**src/brpf_pkg.sv**
```systemverilog
// Summary of operation
// an 8-bit read/write interrupt routing byte resets to zero and only records the controller input that irq_out_n drives.
// the read-only interrupt pin byte reads 00h in forward operation and 01h in reverse operation.
// the read-only minimum grant byte in bits 23:16 resets to zero and counts half-microsecond burst units.
// the read-only maximum latency byte in bits 31:24 resets to zero and counts quarter-microsecond units.
// control bit 0 at zero parks the secondary grant on the last master, at one on the bridge's own port.
// control bit 1 at zero enables dynamic prefetch control for upstream reads, at one disables it.
// control bit 2 at zero enables completion data prediction for upstream reads, at one disables it.
// the read-multiple field in bits 5:4 resets to 10 for full prefetch, 00 gives one line, only in prefetchable range.
// read-multiple value 01 keeps leftover data after the bridge disconnects, 11 keeps it on either termination.
// the read-line field in bits 7:6 resets to 00 for one line, 10 gives full prefetch, only in prefetchable range.
// read-line value 01 keeps leftover data after the master disconnects, 11 keeps it on either termination.
// in PCI-X mode both prefetch fields are ignored.
// with the short discard option selected the discard timer expires after 64 clocks.
package brpf_pkg;
    // =========================================================================
    // register map
    localparam logic [7:0] BRPF_OFS_IRQ  = 8'h3c;
    localparam logic [7:0] BRPF_OFS_BUF  = 8'h40;
    localparam logic [7:0] BRPF_OFS_DISC = 8'h48;
    // =========================================================================
    // reset values and field positions
    localparam logic [7:0] BRPF_IRQ_ROUTE_RST = 8'h00;
    localparam logic [7:0] BRPF_PIN_FWD       = 8'h00;
    localparam logic [7:0] BRPF_PIN_REV       = 8'h01;
    localparam logic [7:0] BRPF_BUF_RST       = 8'h20;
    localparam logic [7:0] BRPF_BUF_WMASK     = 8'hf7;
    localparam int         BRPF_BIT_PARK      = 0;
    localparam int         BRPF_BIT_DYN_DIS   = 1;
    localparam int         BRPF_BIT_PRED_DIS  = 2;
    localparam int         BRPF_MULT_LSB      = 4;
    localparam int         BRPF_LINE_LSB      = 6;
    localparam logic [1:0] BRPF_PF_ONE_LINE   = 2'h0;
    localparam logic [1:0] BRPF_PF_KEEP_ONE   = 2'h1;
    localparam logic [1:0] BRPF_PF_FULL       = 2'h2;
    localparam logic [1:0] BRPF_PF_KEEP_BOTH  = 2'h3;
    // =========================================================================
    // discard timer
    localparam int BRPF_CLK_MHZ          = 100;
    localparam int BRPF_DISC_SHORT_CLKS  = 64;
    localparam int BRPF_DISC_LONG_CLKS   = 1024;
    localparam int BRPF_CNT_W            = 16;
    // =========================================================================
    // prefetch policy handed to the read datapath
    typedef struct packed {
        logic full;        // prefetch to the end of the window
        logic one_line;    // fetch one cache line only
        logic keep_master; // keep leftovers when the master ends the burst
        logic keep_bridge; // keep leftovers when the bridge disconnects
    } brpf_policy_type;
endpackage : brpf_pkg

```
**src/brpf_regs.sv**
```systemverilog
// Design decision made here: register access over Wishbone.
`timescale 1ns/10ps
module brpf_regs
    import brpf_pkg::*;
#(
    parameter logic [7:0] MIN_GRANT       = 8'h00,
    parameter logic [7:0] MAX_LATENCY     = 8'h00,
    parameter int         DISC_LONG_CLKS  = BRPF_DISC_LONG_CLKS
) (
    input  wire logic            clk_i,
    input  wire logic            rst_i,
    // classic wishbone slave
    input  wire logic            cyc_i,
    input  wire logic            stb_i,
    input  wire logic            we_i,
    input  wire logic [7:0]      adr_i,
    input  wire logic [3:0]      sel_i,
    input  wire logic [31:0]     dat_i,
    output logic      [31:0]     dat_o,
    output logic                 ack_o,
    // bridge mode strap
    input  wire logic            reverse_mode_i,
    // secondary arbiter
    output logic                 park_on_bridge_o,
    // upstream read control
    output logic                 dyn_prefetch_en_o,
    output logic                 cpl_predict_en_o,
    input  wire logic            pcix_mode_i,
    input  wire logic            rd_valid_i,
    input  wire logic            rd_multiple_i,
    input  wire logic            rd_prefetchable_i,
    output brpf_policy_type      rd_policy_o,
    // retained data discard timer
    input  wire logic            retain_start_i,
    input  wire logic            retain_done_i,
    output logic                 discard_expire_o
);
    // =========================================================================
    // state
    logic [7:0]            irq_route_reg;
    logic [7:0]            buf_ctrl_reg;
    logic                  disc_short_reg;
    logic                  reverse_reg;
    logic                  ack_reg;
    logic [31:0]           dat_reg;
    logic [31:0]           dat_next;
    logic                  timer_run_reg;
    logic [BRPF_CNT_W-1:0] timer_cnt_reg;
    logic [BRPF_CNT_W-1:0] timer_load;
    brpf_policy_type       policy_reg;
    brpf_policy_type       policy_next;
    logic                  expire_reg;
    logic                  req;
    logic                  wr;

    localparam logic [BRPF_CNT_W-1:0] DISC_SHORT = BRPF_CNT_W'(BRPF_DISC_SHORT_CLKS);
    localparam logic [BRPF_CNT_W-1:0] DISC_LONG  = BRPF_CNT_W'(DISC_LONG_CLKS);

    // =========================================================================
    // field decode, shared by both read commands
    function automatic brpf_policy_type decode_pf(input logic [1:0] mode,
                                                  input logic       multiple);
        brpf_policy_type p;
        p = '0;
        case (mode)
            BRPF_PF_ONE_LINE: p.one_line = 1'b1;
            BRPF_PF_FULL:     p.full     = 1'b1;
            BRPF_PF_KEEP_ONE: begin
                p.full = 1'b1;
                // the two commands differ on which end's termination keeps data
                if (multiple) begin
                    p.keep_bridge = 1'b1;
                end else begin
                    p.keep_master = 1'b1;
                end
            end
            default: begin
                p.full        = 1'b1;
                p.keep_master = 1'b1;
                p.keep_bridge = 1'b1;
            end
        endcase
        return p;
    endfunction : decode_pf

    // =========================================================================
    // bus handshake: one wait state, ack drops the cycle after it is given
    assign req = cyc_i && stb_i && !ack_reg;
    assign wr  = req && we_i;

    always_ff @(posedge clk_i) begin
        if (rst_i) begin
            ack_reg <= 1'b0;
        end else begin
            ack_reg <= req;
        end
    end

    // =========================================================================
    // mode strap caught while reset is held, kept afterwards
    always_ff @(posedge clk_i) begin
        if (rst_i) begin
            reverse_reg <= reverse_mode_i;
        end
    end

    // =========================================================================
    // writable registers; bit 3 of the control byte stays zero
    always_ff @(posedge clk_i) begin
        if (rst_i) begin
            irq_route_reg  <= BRPF_IRQ_ROUTE_RST;
            buf_ctrl_reg   <= BRPF_BUF_RST;
            disc_short_reg <= 1'b0;
        end else if (wr && sel_i[0]) begin
            if (adr_i == BRPF_OFS_IRQ) begin
                irq_route_reg <= dat_i[7:0];
            end else if (adr_i == BRPF_OFS_BUF) begin
                buf_ctrl_reg <= dat_i[7:0] & BRPF_BUF_WMASK;
            end else if (adr_i == BRPF_OFS_DISC) begin
                disc_short_reg <= dat_i[0];
            end
        end
    end

    // =========================================================================
    // read mux; unmapped words read zero and still get ack
    always_comb begin
        dat_next = 32'h0000_0000;
        if (adr_i == BRPF_OFS_IRQ) begin
            dat_next = {MAX_LATENCY, MIN_GRANT,
                        reverse_reg ? BRPF_PIN_REV : BRPF_PIN_FWD,
                        irq_route_reg};
        end else if (adr_i == BRPF_OFS_BUF) begin
            dat_next = {24'h00_0000, buf_ctrl_reg};
        end else if (adr_i == BRPF_OFS_DISC) begin
            dat_next = {30'h0000_0000, timer_run_reg, disc_short_reg};
        end
    end

    always_ff @(posedge clk_i) begin
        if (rst_i) begin
            dat_reg <= 32'h0000_0000;
        end else if (req && !we_i) begin
            dat_reg <= dat_next;
        end
    end

    assign dat_o = dat_reg;
    assign ack_o = ack_reg;

    // =========================================================================
    // static controls toward the arbiter and read engine
    assign park_on_bridge_o  = buf_ctrl_reg[BRPF_BIT_PARK];
    assign dyn_prefetch_en_o = !buf_ctrl_reg[BRPF_BIT_DYN_DIS];
    assign cpl_predict_en_o  = !buf_ctrl_reg[BRPF_BIT_PRED_DIS];

    // =========================================================================
    // per-read prefetch policy, registered so the datapath sees a clean word
    always_comb begin
        policy_next = '0;
        if (pcix_mode_i || !rd_prefetchable_i) begin
            policy_next = '0;
        end else if (rd_multiple_i) begin
            policy_next = decode_pf(buf_ctrl_reg[BRPF_MULT_LSB +: 2], 1'b1);
        end else begin
            policy_next = decode_pf(buf_ctrl_reg[BRPF_LINE_LSB +: 2], 1'b0);
        end
    end

    always_ff @(posedge clk_i) begin
        if (rst_i) begin
            policy_reg <= '0;
        end else if (rd_valid_i) begin
            policy_reg <= policy_next;
        end
    end

    assign rd_policy_o = policy_reg;

    // =========================================================================
    // discard timer; a fresh start reloads, so a late start never cuts a hold short
    assign timer_load = disc_short_reg ? DISC_SHORT : DISC_LONG;

    always_ff @(posedge clk_i) begin
        if (rst_i) begin
            timer_run_reg <= 1'b0;
            timer_cnt_reg <= '0;
            expire_reg    <= 1'b0;
        end else begin
            expire_reg <= 1'b0;
            if (retain_start_i) begin
                timer_run_reg <= 1'b1;
                timer_cnt_reg <= timer_load - 1'b1;
            end else if (retain_done_i) begin
                timer_run_reg <= 1'b0;
            end else if (timer_run_reg) begin
                if (timer_cnt_reg == '0) begin
                    timer_run_reg <= 1'b0;
                    expire_reg    <= 1'b1;
                end else begin
                    timer_cnt_reg <= timer_cnt_reg - 1'b1;
                end
            end
        end
    end

    assign discard_expire_o = expire_reg;

    // =========================================================================
    // checker-side count of the discard hold, kept apart from the timer so that
    // a wrong reload value or a missed cancel shows up as a count mismatch
    logic                  chk_live_reg;
    logic                  chk_short_reg;
    logic [BRPF_CNT_W-1:0] chk_age_reg;

    // saturates rather than wraps, so a stale hold can never alias a fresh count
    always_ff @(posedge clk_i) begin
        if (rst_i) begin
            chk_live_reg  <= 1'b0;
            chk_short_reg <= 1'b0;
            chk_age_reg   <= '0;
        end else if (retain_start_i) begin
            chk_live_reg  <= 1'b1;
            chk_short_reg <= disc_short_reg;
            chk_age_reg   <= BRPF_CNT_W'(1);
        end else if (retain_done_i) begin
            chk_live_reg  <= 1'b0;
        end else if (chk_live_reg && chk_age_reg != '1) begin
            chk_age_reg   <= chk_age_reg + 1'b1;
        end
    end
endmodule : brpf_regs

```
**config.mk**
```make
export PLATFORM = sky130hd
export DESIGN_NAME = brpf_regs
export DESIGN_NICKNAME = d
export VERILOG_FILES = /design/src/brpf_pkg.sv /design/src/brpf_regs.sv
export SDC_FILE = /design/constraint.sdc
export NUM_CORES = 1
export LEC_CHECK = 0
export BUFFER_PORTS_ARGS = -buffer_cell sky130_fd_sc_hd__buf_2
export CAP_MARGIN = 15
export CORE_AREA = 5 5 94 96
export CTS_CLUSTER_SIZE = 10
export DETAILED_ROUTE_END_ITERATION = 10
export DIE_AREA = 0 0 99 101
export PLACE_DENSITY_LB_ADDON = 0.25
export RECOVER_POWER = 25
export SKIP_LAST_GASP = 1
export SYNTH_ARGS = -nofsm -noshare
export SYNTH_HDL_FRONTEND = slang
export SYNTH_SLANG_ARGS = --single-unit
export TNS_END_PERCENT = 10
```
**constraint.sdc**
```tcl
create_clock -name clk_i -period 2.6 [get_ports clk_i]
set_input_delay 0.52 -clock clk_i [delete_from_list [all_inputs] [get_ports clk_i]]
set_output_delay 0.52 -clock clk_i [all_outputs]
set_load 0.005 [all_outputs]
```
==> flow_summary.ini <==
[detailed_routing]
vias = 2304
routed_wl_um = 6135
postRouteAntennaNets = 0
via_per_inst = 5.120
drc = 0
dr.pass1.iters = 5
drt-wirelength-per-cell_um = 13.63
detail_route.iter0.violations = 105

[worst_hold_path]
hold-path-endpoint = reverse_reg
hold_path_startpoint = reverse_mode_i
whs_path_depth = 1
worst_hold_path_type = in2reg

[power_and_ir_drop]
p_leak_nw = 1.035
vdd_ir_drop_max_mv = 0.1891
power.total_mw = 1.410
powerDensity_nw_per_um2 = 498.6

[setup_path]
timing.critical_path.slowest_cell_delay_ns = 0.62
worst-r2r-cell-count = 4
cpMostUsedCell = sky130_fd_sc_hd__or4_1
critical_path.reg2reg.endpoint = timer_cnt_reg[13]
path_cells = or4_4, or4_1, or4_1, a21oi_1
worst_r2r_startpoint = timer_cnt_reg[4]
worstSetupEndpointType = register
timing.critical_path.slowest_stage_cell = sky130_fd_sc_hd__or4_1
critical_path_class = reg2reg
regToRegSetupSlack_ns = 0.37
arrival_ns = 2.47
worst-path-buf-inv = 0
cp-start-kind = register
critical_path_cell_count = 4
worst-path-max-fanout = 8
worst-endpoint-required_ns = 2.84
path_delay_family = simple AND/OR/NAND/NOR gates

[clock_network]
cts.htree.levels = 2
clock_insertion_delay_worst_skew_ns = 0.31
worst_setup_hold_path_clk_slew_ns = 0.09
cts-resized-gates = 0
cts_post_setup_buffers_inserted = 0
tritoncts_clock_tree = done
clk_root_buffer_cell = sky130_fd_sc_hd__clkbuf_8
cts_buffer_depth = 2
cts.sink_count = 49
cts_hold_buf = 0
cts_buffer_count = 5

[run_status]
violations = capacitance limit, slew limit
outcome = finished, violations left

[floorplanning]
design.die.area_um2 = 9999
die_h_um = 101
rows = 33
floorplan.io_pins = 97
initial_core_util = 0.3081
placeableCoreArea_um2 = 7969
dieWidth_um = 99

[sta]
worst_slew_pin_slew_ns = 1.999
setup_tns_ns = 0
max-slew-margin-rel = -0.3328
finalMaxSlewViolations = 44
timing_hold_violations_final = 0
finalWorstPathRequiredPeriod_ns = 2.229
final.setup_skew_ns = 0.01003
layout_worst_path_cycle_share = 0.8573
setup_repair_after_global_routing_missed_its_margin = false
setup_viol = 0
fmax_mhz = 448.6

[finish]
area_growth_syn_to_layout_pct = 15.19
fillers = 845
layout.cells.most_common_list = 48 x sky130_fd_sc_hd__dfxtp_1, 41 x sky130_fd_sc_hd__buf_2, 30 x sky130_fd_sc_hd__a21oi_1, 23 x sky130_fd_sc_hd__conb_1, 20 x sky130_fd_sc_hd__o21ai_0
layout-drive-gt1-share = 0.1913
design_area_um2 = 2828
layout.nets = 401
finish.utilization = 0.3548
max_reg_flops = 16
layout_commonest_cell = sky130_fd_sc_hd__dfxtp_1
antennaDiodeCount = 0

[synth]
synth-edff-count = 1
async_reset_ff_frac = 0
synthesis.area_um2 = 2455
yosys.cell_types.count = 46
syn-instance-count = 297
postSynth.topFlopCell = sky130_fd_sc_hd__dfxtp_1
synth-seq-cells = 49
synth.yosys.seq_area_share = 0.4037
yosys_warnings = 0
syn_avg_cell_area_um2 = 8.266

[grt]
grt_pass1_vias = 2147
groute.usage.overall = 0.1223
grt_start_max_net_pins = 44
grt_pass1_wl_um = 10080
grt_antenna_before_repair = 0
grt-ovfl-total = 0

[flow_run]
maxcap_violations = 1

[place]
place.port_buffers = 46
postPlaceCellArea_um2 = 2740
dp.final_hpwl_um = 4466
gp_routability_congestion = 0.8335
[synthesized netlist by cell type (2+ instances only)]
cell / number / area share
sky130_fd_sc_hd__dfxtp_1: 48 / 0.39
sky130_fd_sc_hd__a21oi_1: 30 / 0.061
sky130_fd_sc_hd__buf_4: 23 / 0.070
sky130_fd_sc_hd__o21ai_0: 20 / 0.041
sky130_fd_sc_hd__nand3_1: 19 / 0.039
sky130_fd_sc_hd__nor2_1: 18 / 0.028
sky130_fd_sc_hd__nand2_1: 13 / 0.020
sky130_fd_sc_hd__clkbuf_1: 12 / 0.018
sky130_fd_sc_hd__a22oi_1: 9 / 0.028
sky130_fd_sc_hd__inv_1: 9 / 0.014
sky130_fd_sc_hd__nor3_1: 9 / 0.018
sky130_fd_sc_hd__or3_1: 8 / 0.020
sky130_fd_sc_hd__or4_1: 7 / 0.021
sky130_fd_sc_hd__a31oi_1: 6 / 0.015
sky130_fd_sc_hd__nand4_1: 6 / 0.015
sky130_fd_sc_hd__nor4_1: 6 / 0.015
sky130_fd_sc_hd__nor2b_1: 5 / 0.013
sky130_fd_sc_hd__o31ai_1: 5 / 0.015
sky130_fd_sc_hd__nand2b_1: 4 / 0.010
sky130_fd_sc_hd__a311oi_1: 3 / 0.011
sky130_fd_sc_hd__and4_1: 3 / 0.011
sky130_fd_sc_hd__mux2i_1: 3 / 0.012
sky130_fd_sc_hd__o41ai_1: 3 / 0.011
sky130_fd_sc_hd__nand3b_1: 2 / 0.0061
sky130_fd_sc_hd__nor4b_1: 2 / 0.0071
sky130_fd_sc_hd__o32ai_1: 2 / 0.0071
sky130_fd_sc_hd__or2_2: 2 / 0.0051
sky130_fd_sc_hd__or4b_2: 2 / 0.0082
[where the power goes]
part | internal [mW] | switching [mW] | total (mW)
Combinational | 0.0564 | 0.0884 | 0.145
Clock | 0.197 | 0.283 | 0.480
Sequential | 0.769 | 0.0161 | 0.785
[per-stage QoR]
step,setup slack [ns],hold slack (ns),cells
final,0.3711,0.3843,450
after detailed placement,0.4090,0.4483,442
after global placement,0.4226,0.4461,442
after global routing,0.1887,0.3730,450
after CTS,0.3861,0.3749,450
after floorplan,0.4974,0.4285,319
[kinds of logic after synthesis]
group / count (synthesis) / share of synthesized area
compound gates: 82 / 0.2018
fa+ha+maj: 1 / 0.005096
buf+inv: 47 / 0.1075
flops: 49 / 0.4037
mux: 3 / 0.01223
other cells: 1 / 0.001528
simple gates: 114 / 0.2681
[worst max path at each step]
| stage | from | slack, ns | end |
|---|---|---|---|
| 4_1_cts | timer_cnt_reg[4] | 0.39 | timer_cnt_reg[13] |
| 2_1_floorplan | adr_i[2] | 0.50 | dat_o[2] |
| 6_report | timer_cnt_reg[4] | 0.37 | timer_cnt_reg[13] |
| 5_1_grt | rst_i | 0.19 | timer_cnt_reg[15] |
| 3_5_place_dp | timer_cnt_reg[4] | 0.41 | timer_cnt_reg[13] |
| 3_3_place_gp | timer_cnt_reg[4] | 0.42 | timer_cnt_reg[13] |
[worst reg2reg max path, delay by kind of cell (launching register included)]
kind,cells,cell delay [ns]
DFF,1,0.39
AOI/OAI and AO/OA,1,0.15
and+or+nand+nor,3,1.63
[per-layer routing]
layer / up-vias / part of all wire / GRT usage
li1: 1152 / - / -
met1: 1077 / 0.46 / 0.1584
met2: 66 / 0.46 / 0.1999
met3: 9 / 0.064 / 0.02976
met4: 0 / 0.013 / 0.03992
met5: - / 0 / 0
[final cells by class]
class                   count  area [µm²]  share of cell area
well taps                 105       131.4             0.04646
inverters                  10       37.54             0.01327
flip-flops and latches     49       991.0              0.3504
clock inverters             3       25.02            0.008850
multi-input cells         223        1282              0.4535
repair buffers             55       291.5              0.1031
clock buffers               5       68.82             0.02434
No activity file was read; power rests on OpenSTA's default activity.
